`src/rtl/timer16_regs.vh`:
```
// Purpose: register map and constants for the 16-bit capture/compare timer
// Assumes: axi4-lite, 32-bit data, one aligned word per register
// Notes: offsets and field positions are this block's own map
// Function
// - each valid trig_in_a edge copies timer_count into capcmp_b
// - capture of capcmp_a on the reverse edge raises no match_a_irq
// - preset pair 00 keeps, 01 drives low, 10 drives high, 11 forbidden
// - returning preset pair to 00 keeps the level last forced
// - on start, timer_out begins from the level the preset pair set
// - while running with toggle enabled, timer_out inverts on each capcmp_a compare match, unless a toggling capcmp_b match falls in the same tick
// - first match after start may come one count clock late
// - capture during a read still happens; irq only on valid edges
// - compare/capture contents are undefined once stopped
// - run_mode 01 free-runs, 10 counts from start and clears on each trig_in_a valid edge
// - timer_count equal to capcmp_a in compare mode raises match_a_irq; with toggle enabled it inverts timer_out unless capcmp_b also toggles
`ifndef TIMER16_REGS_VH
`define TIMER16_REGS_VH
`define OFS_MODE    8'h00
`define OFS_CAPCTL  8'h04
`define OFS_OUTCTL  8'h08
`define OFS_PRESC   8'h0c
`define OFS_COUNT   8'h10
`define OFS_CCA     8'h14
`define OFS_CCB     8'h18
`define OFS_IRQ     8'h1c
// mode_ctrl_reg fields
`define MODE_RUN_LO 2
`define MODE_RUN_HI 3
// capture control fields
`define CAP_A_CAPTURE 0
`define CAP_A_REVERSE 1
`define CAP_B_CAPTURE 2
`define CAP_EDGE_LO 4
`define CAP_EDGE_HI 5
// output_ctrl_reg fields
`define OUT_ENABLE 0
`define OUT_TOGGLE_A 1
`define OUT_PRESET_LOW 2
`define OUT_PRESET_HIGH 3
`define OUT_TOGGLE_B 4
// irq register fields
`define IRQ_FLAG_A 0
`define IRQ_FLAG_B 1
`define IRQ_MASK_A 2
`define IRQ_MASK_B 3
// modes
`define RUN_STOP 2'b00
`define RUN_FREE 2'b01
`define RUN_TRIG 2'b10
`define RUN_MATCH 2'b11
// edge select
`define EDGE_FALL 2'b00
`define EDGE_RISE 2'b01
`define EDGE_BOTH 2'b11
`define RESP_OKAY 2'b00
`define RESP_SLVERR 2'b10
`define PRESC_RST 8'h00
`endif

```
`src/rtl/edge_detect.v`:
```
// Purpose: two-sample edge detector for one trigger input
// Assumes: input synchronous to aclk, sampled on count ticks
// Notes: valid level seen twice in a row forms the edge
`timescale 1ns/1ps
`include "timer16_regs.vh"
module edge_detect (
  input wire aclk,
  input wire aresetn,
  input wire tick,
  input wire enable,
  input wire pin,
  input wire [1:0] edge_sel,
  output wire valid_edge,
  output wire reverse_edge
);
  reg s0_r;
  reg s1_r;
  wire rise;
  wire fall;
  // history cleared while stopped so a restart sees no stale edge
  always @(posedge aclk) begin
    if (!aresetn || !enable) begin
      s0_r <= 1'b0;
      s1_r <= 1'b0;
    end else if (tick) begin
      s0_r <= pin;
      s1_r <= s0_r;
    end
  end
  assign rise = tick & enable & pin & s0_r & ~s1_r;
  assign fall = tick & enable & ~pin & ~s0_r & s1_r;
  assign valid_edge = (edge_sel == `EDGE_BOTH) ? (rise | fall) :
                      (edge_sel == `EDGE_RISE) ? rise :
                      (edge_sel == `EDGE_FALL) ? fall : 1'b0;
  assign reverse_edge = (edge_sel == `EDGE_RISE) ? fall :
                        (edge_sel == `EDGE_FALL) ? rise : 1'b0;
endmodule // edge_detect

```
`src/rtl/timer16_capture_compare_output.v`:
```
// Purpose: 16-bit timer with two capture/compare registers and toggling output
// Assumes: axi4-lite slave, trigger pins synchronous to aclk
// Notes: count clock is aclk divided by prescaler+1
`timescale 1ns/1ps
`include "timer16_regs.vh"
module timer16_capture_compare_output #(
  parameter WIDTH = 16
) (
  input wire aclk,
  input wire aresetn,
  input wire [7:0] s_axi_awaddr,
  input wire s_axi_awvalid,
  output wire s_axi_awready,
  input wire [31:0] s_axi_wdata,
  input wire [3:0] s_axi_wstrb,
  input wire s_axi_wvalid,
  output wire s_axi_wready,
  output reg [1:0] s_axi_bresp,
  output reg s_axi_bvalid,
  input wire s_axi_bready,
  input wire [7:0] s_axi_araddr,
  input wire s_axi_arvalid,
  output wire s_axi_arready,
  output reg [31:0] s_axi_rdata,
  output reg [1:0] s_axi_rresp,
  output reg s_axi_rvalid,
  input wire s_axi_rready,
  input wire trig_in_a,
  input wire trig_in_b,
  output reg timer_out,
  output reg match_a_irq,
  output reg match_b_irq,
  output wire irq_a,
  output wire irq_b
);
  reg [1:0] run_mode_r;
  reg [5:0] capctl_r;
  reg [4:0] outctl_r;
  reg [7:0] presc_r;
  reg [7:0] pcnt_r;
  reg [WIDTH-1:0] timer_count;
  reg [WIDTH-1:0] capcmp_a;
  reg [WIDTH-1:0] capcmp_b;
  reg match_a_irq_flag;
  reg match_b_irq_flag;
  reg match_a_irq_mask;
  reg match_b_irq_mask;
  reg [7:0] awaddr_r;
  reg aw_full_r;
  reg [31:0] wdata_r;
  reg [3:0] wstrb_r;
  reg w_full_r;
  reg cap_a_pend_r;
  reg cap_b_pend_r;
  wire tick;
  wire running;
  wire a_valid;
  wire a_rev;
  wire b_valid;
  wire b_rev_unused;
  wire hit_a;
  wire hit_b;
  wire do_wr;
  wire [31:0] wmask;
  wire a_is_cap;
  wire b_is_cap;
  wire out_en;
  wire preset_high;
  wire preset_low;

  function is_addr;
    input [7:0] addr;
    input [7:0] ofs;
    begin
      is_addr = (addr[7:2] == ofs[7:2]);
    end
  endfunction

  assign running = (run_mode_r != `RUN_STOP);
  assign tick = running & (pcnt_r == presc_r);
  assign a_is_cap = capctl_r[`CAP_A_CAPTURE];
  assign b_is_cap = capctl_r[`CAP_B_CAPTURE];
  assign out_en = outctl_r[`OUT_ENABLE];
  assign preset_high = outctl_r[`OUT_PRESET_HIGH];
  assign preset_low = outctl_r[`OUT_PRESET_LOW];
  assign hit_a = tick & ~a_is_cap & (timer_count == capcmp_a);
  assign hit_b = tick & ~b_is_cap & (timer_count == capcmp_b);

  edge_detect u_edge_a (
    .aclk(aclk),
    .aresetn(aresetn),
    .tick(tick),
    .enable(running),
    .pin(trig_in_a),
    .edge_sel(capctl_r[`CAP_EDGE_HI:`CAP_EDGE_LO]),
    .valid_edge(a_valid),
    .reverse_edge(a_rev)
  );

  edge_detect u_edge_b (
    .aclk(aclk),
    .aresetn(aresetn),
    .tick(tick),
    .enable(running),
    .pin(trig_in_b),
    .edge_sel(`EDGE_BOTH),
    .valid_edge(b_valid),
    .reverse_edge(b_rev_unused)
  );

  // prescaler; first tick lands up to one count clock late after start
  always @(posedge aclk) begin
    if (!aresetn || !running)
      pcnt_r <= 8'h00;
    else if (pcnt_r == presc_r)
      pcnt_r <= 8'h00;
    else
      pcnt_r <= pcnt_r + 8'h01;
  end

  // axi write channel: address and data taken in either order
  assign s_axi_awready = ~aw_full_r & ~s_axi_bvalid;
  assign s_axi_wready = ~w_full_r & ~s_axi_bvalid;
  assign do_wr = aw_full_r & w_full_r & ~s_axi_bvalid;
  assign wmask = {{8{wstrb_r[3]}}, {8{wstrb_r[2]}}, {8{wstrb_r[1]}}, {8{wstrb_r[0]}}};

  always @(posedge aclk) begin
    if (!aresetn) begin
      aw_full_r <= 1'b0;
      w_full_r <= 1'b0;
      awaddr_r <= 8'h00;
      wdata_r <= 32'h0000_0000;
      wstrb_r <= 4'h0;
      s_axi_bvalid <= 1'b0;
      s_axi_bresp <= `RESP_OKAY;
    end else begin
      if (s_axi_awvalid && s_axi_awready) begin
        aw_full_r <= 1'b1;
        awaddr_r <= s_axi_awaddr;
      end
      if (s_axi_wvalid && s_axi_wready) begin
        w_full_r <= 1'b1;
        wdata_r <= s_axi_wdata;
        wstrb_r <= s_axi_wstrb;
      end
      if (do_wr) begin
        aw_full_r <= 1'b0;
        w_full_r <= 1'b0;
        s_axi_bvalid <= 1'b1;
        s_axi_bresp <= (awaddr_r > `OFS_IRQ + 8'h03) ? `RESP_SLVERR : `RESP_OKAY;
      end else if (s_axi_bvalid && s_axi_bready) begin
        s_axi_bvalid <= 1'b0;
      end
    end
  end

  // control registers
  always @(posedge aclk) begin
    if (!aresetn) begin
      run_mode_r <= `RUN_STOP;
      capctl_r <= 6'h00;
      outctl_r <= 5'h00;
      presc_r <= `PRESC_RST;
    end else if (do_wr) begin
      if (is_addr(awaddr_r, `OFS_MODE))
        run_mode_r <= ((wdata_r[3:2] & wmask[3:2]) | (run_mode_r & ~wmask[3:2]));
      if (is_addr(awaddr_r, `OFS_CAPCTL) && !running && wstrb_r[0])
        capctl_r <= wdata_r[5:0];
      if (is_addr(awaddr_r, `OFS_OUTCTL) && wstrb_r[0]) begin
        outctl_r[`OUT_ENABLE] <= wdata_r[`OUT_ENABLE];
        outctl_r[`OUT_TOGGLE_A] <= wdata_r[`OUT_TOGGLE_A];
        outctl_r[`OUT_TOGGLE_B] <= wdata_r[`OUT_TOGGLE_B];
        // preset pair honoured only while stopped
        if (!running) begin
          outctl_r[`OUT_PRESET_LOW] <= wdata_r[`OUT_PRESET_LOW];
          outctl_r[`OUT_PRESET_HIGH] <= wdata_r[`OUT_PRESET_HIGH];
        end
      end
      if (is_addr(awaddr_r, `OFS_PRESC) && wstrb_r[0] && !running)
        presc_r <= wdata_r[7:0];
    end
  end

  // counter: trigger clear, increment, clear on capcmp_a in match mode
  always @(posedge aclk) begin
    if (!aresetn || !running)
      timer_count <= {WIDTH{1'b0}};
    else if (run_mode_r == `RUN_TRIG && a_valid)
      timer_count <= {WIDTH{1'b0}};
    else if (run_mode_r == `RUN_MATCH && hit_a)
      timer_count <= {WIDTH{1'b0}};
    else if (tick)
      timer_count <= timer_count + 1'b1;
  end

  // capture/compare registers; a capture is never blocked by a bus read
  always @(posedge aclk) begin
    if (!aresetn) begin
      capcmp_a <= {WIDTH{1'b0}};
      capcmp_b <= {WIDTH{1'b0}};
    end else begin
      if (do_wr && is_addr(awaddr_r, `OFS_CCA) && !a_is_cap)
        capcmp_a <= (wdata_r[WIDTH-1:0] & wmask[WIDTH-1:0]) | (capcmp_a & ~wmask[WIDTH-1:0]);
      if (do_wr && is_addr(awaddr_r, `OFS_CCB) && !b_is_cap)
        capcmp_b <= (wdata_r[WIDTH-1:0] & wmask[WIDTH-1:0]) | (capcmp_b & ~wmask[WIDTH-1:0]);
      // capcmp_a: trig_in_b edge, or reverse edge of trig_in_a
      if (a_is_cap && (capctl_r[`CAP_A_REVERSE] ? a_rev : b_valid))
        capcmp_a <= timer_count;
      if (b_is_cap && a_valid)
        capcmp_b <= timer_count;
    end
  end

  // irq pulse one aclk cycle after capture, as captures land before the interrupt
  always @(posedge aclk) begin
    if (!aresetn) begin
      cap_a_pend_r <= 1'b0;
      cap_b_pend_r <= 1'b0;
      match_a_irq <= 1'b0;
      match_b_irq <= 1'b0;
    end else begin
      // reverse-phase capture never raises the irq; trig_in_b still does
      cap_a_pend_r <= a_is_cap & b_valid;
      cap_b_pend_r <= b_is_cap & a_valid;
      match_a_irq <= hit_a | cap_a_pend_r;
      match_b_irq <= hit_b | cap_b_pend_r;
    end
  end

  // sticky flags, set wins over software clear
  always @(posedge aclk) begin
    if (!aresetn) begin
      match_a_irq_flag <= 1'b0;
      match_b_irq_flag <= 1'b0;
      match_a_irq_mask <= 1'b1;
      match_b_irq_mask <= 1'b1;
    end else begin
      if (do_wr && is_addr(awaddr_r, `OFS_IRQ) && wstrb_r[0]) begin
        match_a_irq_flag <= wdata_r[`IRQ_FLAG_A];
        match_b_irq_flag <= wdata_r[`IRQ_FLAG_B];
        match_a_irq_mask <= wdata_r[`IRQ_MASK_A];
        match_b_irq_mask <= wdata_r[`IRQ_MASK_B];
      end
      if (match_a_irq)
        match_a_irq_flag <= 1'b1;
      if (match_b_irq)
        match_b_irq_flag <= 1'b1;
    end
  end
  assign irq_a = match_a_irq_flag & ~match_a_irq_mask;
  assign irq_b = match_b_irq_flag & ~match_b_irq_mask;

  // output flip-flop: preset while stopped, toggle on matches while running
  always @(posedge aclk) begin
    if (!aresetn)
      timer_out <= 1'b0;
    else if (!running) begin
      if (preset_high && !preset_low)
        timer_out <= 1'b1;
      else if (preset_low && !preset_high)
        timer_out <= 1'b0;
      // 00 and the forbidden 11 leave the level alone
    end else if (out_en) begin
      // starts from the preset level since nothing reloads it at start
      if ((hit_a && outctl_r[`OUT_TOGGLE_A]) ^ (hit_b && outctl_r[`OUT_TOGGLE_B]))
        timer_out <= ~timer_out;
    end
  end

  // read channel, one-cycle answer; values undefined once stopped
  assign s_axi_arready = ~s_axi_rvalid;
  always @(posedge aclk) begin
    if (!aresetn) begin
      s_axi_rvalid <= 1'b0;
      s_axi_rdata <= 32'h0000_0000;
      s_axi_rresp <= `RESP_OKAY;
    end else if (s_axi_arvalid && s_axi_arready) begin
      s_axi_rvalid <= 1'b1;
      s_axi_rresp <= `RESP_OKAY;
      if (is_addr(s_axi_araddr, `OFS_MODE))
        s_axi_rdata <= {28'h0000000, run_mode_r, 2'b00};
      else if (is_addr(s_axi_araddr, `OFS_CAPCTL))
        s_axi_rdata <= {26'h0, capctl_r};
      else if (is_addr(s_axi_araddr, `OFS_OUTCTL))
        s_axi_rdata <= {26'h0, timer_out, outctl_r};
      else if (is_addr(s_axi_araddr, `OFS_PRESC))
        s_axi_rdata <= {24'h000000, presc_r};
      else if (is_addr(s_axi_araddr, `OFS_COUNT))
        s_axi_rdata <= {{(32-WIDTH){1'b0}}, timer_count};
      else if (is_addr(s_axi_araddr, `OFS_CCA))
        s_axi_rdata <= {{(32-WIDTH){1'b0}}, capcmp_a};
      else if (is_addr(s_axi_araddr, `OFS_CCB))
        s_axi_rdata <= {{(32-WIDTH){1'b0}}, capcmp_b};
      else if (is_addr(s_axi_araddr, `OFS_IRQ))
        s_axi_rdata <= {28'h0000000, match_b_irq_mask, match_a_irq_mask,
                        match_b_irq_flag, match_a_irq_flag};
      else begin
        s_axi_rdata <= 32'h0000_0000;
        s_axi_rresp <= `RESP_SLVERR;
      end
    end else if (s_axi_rready) begin
      s_axi_rvalid <= 1'b0;
    end
  end
endmodule // timer16_capture_compare_output

```
`config.mk`:
```
export PLATFORM = sky130hd
export DESIGN_NAME = timer16_capture_compare_output
export DESIGN_NICKNAME = d
export VERILOG_FILES = /design/src/rtl/edge_detect.v /design/src/rtl/timer16_capture_compare_output.v
export VERILOG_INCLUDE_DIRS = /design/src /design/src/rtl
export SDC_FILE = /design/constraint.sdc
export NUM_CORES = 1
export LEC_CHECK = 0
export ABC_AREA = 1
export BUFFER_PORTS_ARGS = -buffer_cell sky130_fd_sc_hd__buf_2
export CAP_MARGIN = 20
export CORE_ASPECT_RATIO = 0.75
export CORE_MARGIN = 3
export CORE_UTILIZATION = 45
export CTS_CLUSTER_DIAMETER = 80
export DETAILED_ROUTE_END_ITERATION = 7
export PLACE_DENSITY = 0.61
export SETUP_SLACK_MARGIN = 0.4
export SLEW_MARGIN = 20
export SYNTH_ARGS = -nofsm -noshare
export SYNTH_HDL_FRONTEND = slang
export SYNTH_SLANG_ARGS = --single-unit
```
`constraint.sdc`:
```
create_clock -name aclk -period 2.5 [get_ports aclk]
set_input_delay 0.5 -clock aclk [delete_from_list [all_inputs] [get_ports aclk]]
set_output_delay 0.5 -clock aclk [all_outputs]
set_load 0.05 [all_outputs]
```
---- Word-level counts from Yosys, hierarchy flattened ----
Cells that the tools add are included.
operators by class
  add/sub/neg operators ................... 2
  magnitude comparators ................... 1
  equality and inequality tests ........... 22
  muxes and demuxes ....................... 40
  bitwise logic cells ..................... 58
  reductions and logical operators ........ 50
operators with widths
  operator               number
  $mux 16                11
  $and 16x16->16         3
  $eq 6x3->1 const B     7
  $eq 16x16->1           2
  $or 16x16->16          2
  $and 1x1->1            26
  $eq 6x2->1 const B     4
  $logic_and 1x1->1      23
  $mux 1                 19
  $mux 2                 9
  $not 1->1              17
  $add 16x1->16 const B  1
  $not 16->16            1
  $reduce_bool 2->1      7
  $eq 6x1->1 const B     2
  $logic_not 6->1        2
  $add 8x1->8 const B    1
  $eq 8x8->1             1
  $gt 8x5->1 const B     1
  $reduce_and 2->1       4
  $eq 2x2->1 const B     3
  $logic_not 1->1        6
  $reduce_and 3->1       2
  $and 2x2->2            2
  other kinds (13)       17
storage, ports and cells
  bits in registers ....................... 156
  input port bits ......................... 61
  output and inout port bits .............. 46
  logic and storage cells ................. 205

---- Depth between registers and ports, before layout ----
  depth after elaboration ................. 11
  mapped depth ............................ 16
  gate-level depth less buffers ........... 15

---- Cells and area by module ----
From an unflattened synthesis, not the netlist that was laid out.
unflattened totals
  cells, all modules ...................... 1047
  area total of the unflattened synthesis .. 7126.8 µm²
by module, submodules not included
  module                          times used  cells an instance  area each (µm²)  sequential area each (µm²)
  timer16_capture_compare_output  1           987                6804.0           2642.5
  edge_detect                     2           30                 161.4            40.0

---- Worst setup path after synthesis ----
No wires, ideal clock.
  kind .................................... reg2reg
  start point ............................. register s_axi_bvalid
  end point ............................... register wdata_r[10]
  setup time .............................. 0.064 ns
  arrival ................................. 2.092 ns
  required time ........................... 2.436 ns
  slack ................................... 0.343 ns
  stages on the path, launching flop included .. 7
  path buffers ............................ 1
  period minus slack after synthesis ...... 2.157 ns
  cells stage by stage .................... dfxtp_1 -> nor2_1 -> nand2_1 -> inv_1 -> buf_1 -> nor2_1 -> nor2_1
between the ends
  word-level cells in the longest chain between the ends .. 3
RTL lines
  item                    line                                  text
  from (decl)             timer16_capture_compare_output.v:19   output reg s_axi_bvalid,
  from (signal assigned)  timer16_capture_compare_output.v:134  s_axi_bvalid <= 1'b0;
  from (signal assigned)  timer16_capture_compare_output.v:149  s_axi_bvalid <= 1'b1;
  from (signal assigned)  timer16_capture_compare_output.v:152  s_axi_bvalid <= 1'b0;
  $not 1->1               timer16_capture_compare_output.v:123  assign s_axi_wready = ~w_full_r & ~s_axi_bvalid;
  $and 1x1->1             timer16_capture_compare_output.v:123
  via s_axi_wready        timer16_capture_compare_output.v:17   output wire s_axi_wready,
  $logic_and 1x1->1       timer16_capture_compare_output.v:141  if (s_axi_wvalid && s_axi_wready) begin
  to (signal assigned)    timer16_capture_compare_output.v:143  wdata_r <= s_axi_wdata;
  to (decl)               timer16_capture_compare_output.v:50   reg [31:0] wdata_r;
The timed path passes the listed nets, and every way through them passes these cells.
A chain may end at the register's enable or synchronous reset.

==> impl_metrics.toml <==
[sta]
finalSetupViolations = 0
hold_viol = 0
period_minus_slack_ps = 2120
fin_worst_hold_slack_ps = 315
worst-slew-pin-transition_ps = 816
finalClockSkew_ps = 8.52
slew_violations = 0
relative_max_transition_margin = 0.454
final.period_utilization = 0.850
rsz0062_at_grt = "yes"
fmaxAchievable_ghz = 0.471
tns_ps = 0

[global_routing]
grt_first_pass_wirelength_um = 36300
globalRouteTotalUtil = 0.258
initial_antenna_violation_count = 0
grt_pass1_vias = 6564
overflow = 0
largest_net_degree_at_the_start_of_global_routing = 61

[layout]
num-nets-final = 1306
most-common-layout-cells = "sky130_fd_sc_hd__nand2_1, sky130_fd_sc_hd__inv_1, sky130_fd_sc_hd__nor2_1"
drive_above_1_share = 0.198
fill_cells = 1569
insertedDiodeCount = 0
final_common_cell = "sky130_fd_sc_hd__nand2_1"
area_delta_synth_final_pct = 22.9

[logic_synthesis]
ys_async_sr_fraction = 0
count_of_state_elements_after_synthesis = 136
synth-seq-area-share = 0.370
yosys.area.top_type = "sky130_fd_sc_hd__dfxtp_1"
number_of_synthesized_flops_with_an_enable_pin = 0
most_used_flip_flop_cell_after_synthesis = "sky130_fd_sc_hd__dfxtp_1"
synth_area_per_cell_um2 = 6.38
synthesis.instances = 1153
ys_types = 41
synth.yosys.warnings = 0
synthesis.area_um2 = 7350
synth.top_cells.by_area = "sky130_fd_sc_hd__dfxtp_1, sky130_fd_sc_hd__nand2_1, sky130_fd_sc_hd__inv_1"
yosysTopAreaCellShare = 0.370

[run_status]
result_of_the_run = "finished clean"

[route]
route.antenna.remaining_nets = 0
detailroute.via_count = 7711
routedWlPerCell_um = 16.4
detail_route.drc_violations = 0
drt_pass1_iterations = 6
dr.first_iter.drc_count = 945
detail_route.vias_per_cell = 5.28
finalWirelength_um = 23900

[clocking]
tritoncts = "built"
number_of_sinks_on_the_clock_net = 136
clock_tree.root_cell = "sky130_fd_sc_hd__clkbuf_16"
clkTransAtPathRegs_ps = 60
cts_hold_buffers = 0
insertion_delay_ps = 430
cts_made_buffers = 17
clock_tree.htree_level_count = 4
max-clock-path-buffers = 2

[power]
power_density_nw_per_um2 = 580
worst_ir_drop_vdd_mv = 0.439
power_leakage_nw = 3.78

[die]
die_wd_um = 154
floorplan.io_pins = 107
area_of_the_core_um2 = 15600
design.die.area_um2 = 17900
die-height_um = 117
initial_core_util = 0.471
num_rows = 39

[critical_path]
crit_path_max_fanout = 16
worst-endpoint-arrival_ps = 2480
setup.worst_path.start_class = "flip-flop"
critical_path_required_ps = 2850
end_kind = "flip-flop"
critPathKind = "reg2reg"

[place]
hpwl_after_dpl_um = 17200
place_congestion = 0.964
place.port_buffers = 66

[job]
maxCapViolations = 0

[min_path]
worstHoldPathType = "in2reg"
cell type report:
class | instances | area, µm² | share of cell area
multi-input combinational | 814 | 4050 | 0.448
sequential | 136 | 2740 | 0.303
timing repair buffer | 115 | 786 | 0.0870
inverter | 159 | 606 | 0.0670
clock buffer | 17 | 425 | 0.0471
tap | 205 | 256 | 0.0284
clock inverter | 14 | 173 | 0.0191
path summary, 6_finish.rpt:
kind	slack, ps	endpoint	from	cells after the start
max	380	flip-flop	presc_r[1]	15
min	320	wdata_r[10]	s_axi_wdata[10]	3
max reg2reg	380	flip-flop	presc_r[1]	15
min reg2reg	440	pcnt_r[0]	pcnt_r[0]	1
where the power goes:
part / switching, W / internal, W
combinational: 0.000270 / 0.0000922
clock: 0.00102 / 0.00157
sequential: 0.0000677 / 0.00222
metal layers:
layer,GRT usage,up-vias,share of wire
met5,0,-,0
met4,0.0553,0,0.013
met3,0.0537,23,0.12
met2,0.341,397,0.38
met1,0.418,3415,0.49
li1,-,3876,-
worst max-delay path, stage by stage (launching register included):
cell	delay (ps)
sky130_fd_sc_hd__dfxtp_1	320
sky130_fd_sc_hd__inv_1	90
sky130_fd_sc_hd__nand2_1	70
sky130_fd_sc_hd__nand2_1	60
sky130_fd_sc_hd__nor2_2	140
sky130_fd_sc_hd__nand2_2	90
sky130_fd_sc_hd__nor2_4	130
sky130_fd_sc_hd__nand2_4	130
sky130_fd_sc_hd__nor2_4	150
sky130_fd_sc_hd__nand3_1	120
sky130_fd_sc_hd__nand3_2	130
sky130_fd_sc_hd__nand3_4	130
sky130_fd_sc_hd__buf_12	190
sky130_fd_sc_hd__nand2_1	120
sky130_fd_sc_hd__nand2_1	70
sky130_fd_sc_hd__a21oi_1	110
logic make-up after synthesis:
kind of cell | synth area share
and+or+nand+nor | 0.335
xor gates and xnor gates | 0.00834
adders and majority gates | 0.00340
buffers and inverters | 0.126
AOI/OAI and AO/OA | 0.157
DFF | 0.370
other | 0.000510
through the flow:
stage / std cells / area [µm²] / power [W] / setup WS (ps) / utilization
after floorplan: 1170 / 7420 / 0.00258 / 495 / -
after global placement: 1409 / 7920 / 0.00268 / 194 / 0.507
after detailed placement: 1409 / 7920 / 0.00268 / 146 / 0.507
after CTS: 1445 / 8620 / 0.00525 / 403 / 0.552
after global routing: 1460 / 9040 / 0.00542 / 262 / 0.579
final: 1460 / 9040 / 0.00524 / 375 / 0.579
synthesized netlist by cell type, types with 2 or more instances:
cell type / number
sky130_fd_sc_hd__dfxtp_1: 136
sky130_fd_sc_hd__buf_6: 2
sky130_fd_sc_hd__o22ai_1: 14
sky130_fd_sc_hd__clkbuf_1: 32
sky130_fd_sc_hd__a211oi_1: 9
sky130_fd_sc_hd__nand3_1: 69
sky130_fd_sc_hd__a21oi_1: 104
sky130_fd_sc_hd__o211ai_1: 3
sky130_fd_sc_hd__buf_1: 4
sky130_fd_sc_hd__nand3_2: 13
sky130_fd_sc_hd__nand2_2: 3
sky130_fd_sc_hd__nor2_1: 144
sky130_fd_sc_hd__nor3_1: 16
sky130_fd_sc_hd__inv_2: 4
sky130_fd_sc_hd__buf_4: 19
sky130_fd_sc_hd__ha_1: 2
sky130_fd_sc_hd__o21ai_0: 65
sky130_fd_sc_hd__buf_2: 5
sky130_fd_sc_hd__o221ai_1: 6
sky130_fd_sc_hd__nand2_1: 291
sky130_fd_sc_hd__xor2_1: 7
sky130_fd_sc_hd__o2111ai_1: 2
sky130_fd_sc_hd__nor4_1: 5
sky130_fd_sc_hd__inv_1: 153
sky130_fd_sc_hd__nand4_1: 29
what timing repair did:
| action | in CTS | in global routing |
|---|---|---|
| pin swaps | 8 | 27 |
| gates resized for setup | 18 | 78 |
| gates cloned | 1 | 3 |
| setup buffers | 4 | 12 |
| endpoints found under the setup margin | 49 | 61 |
Power figures use the tool's default switching activity.
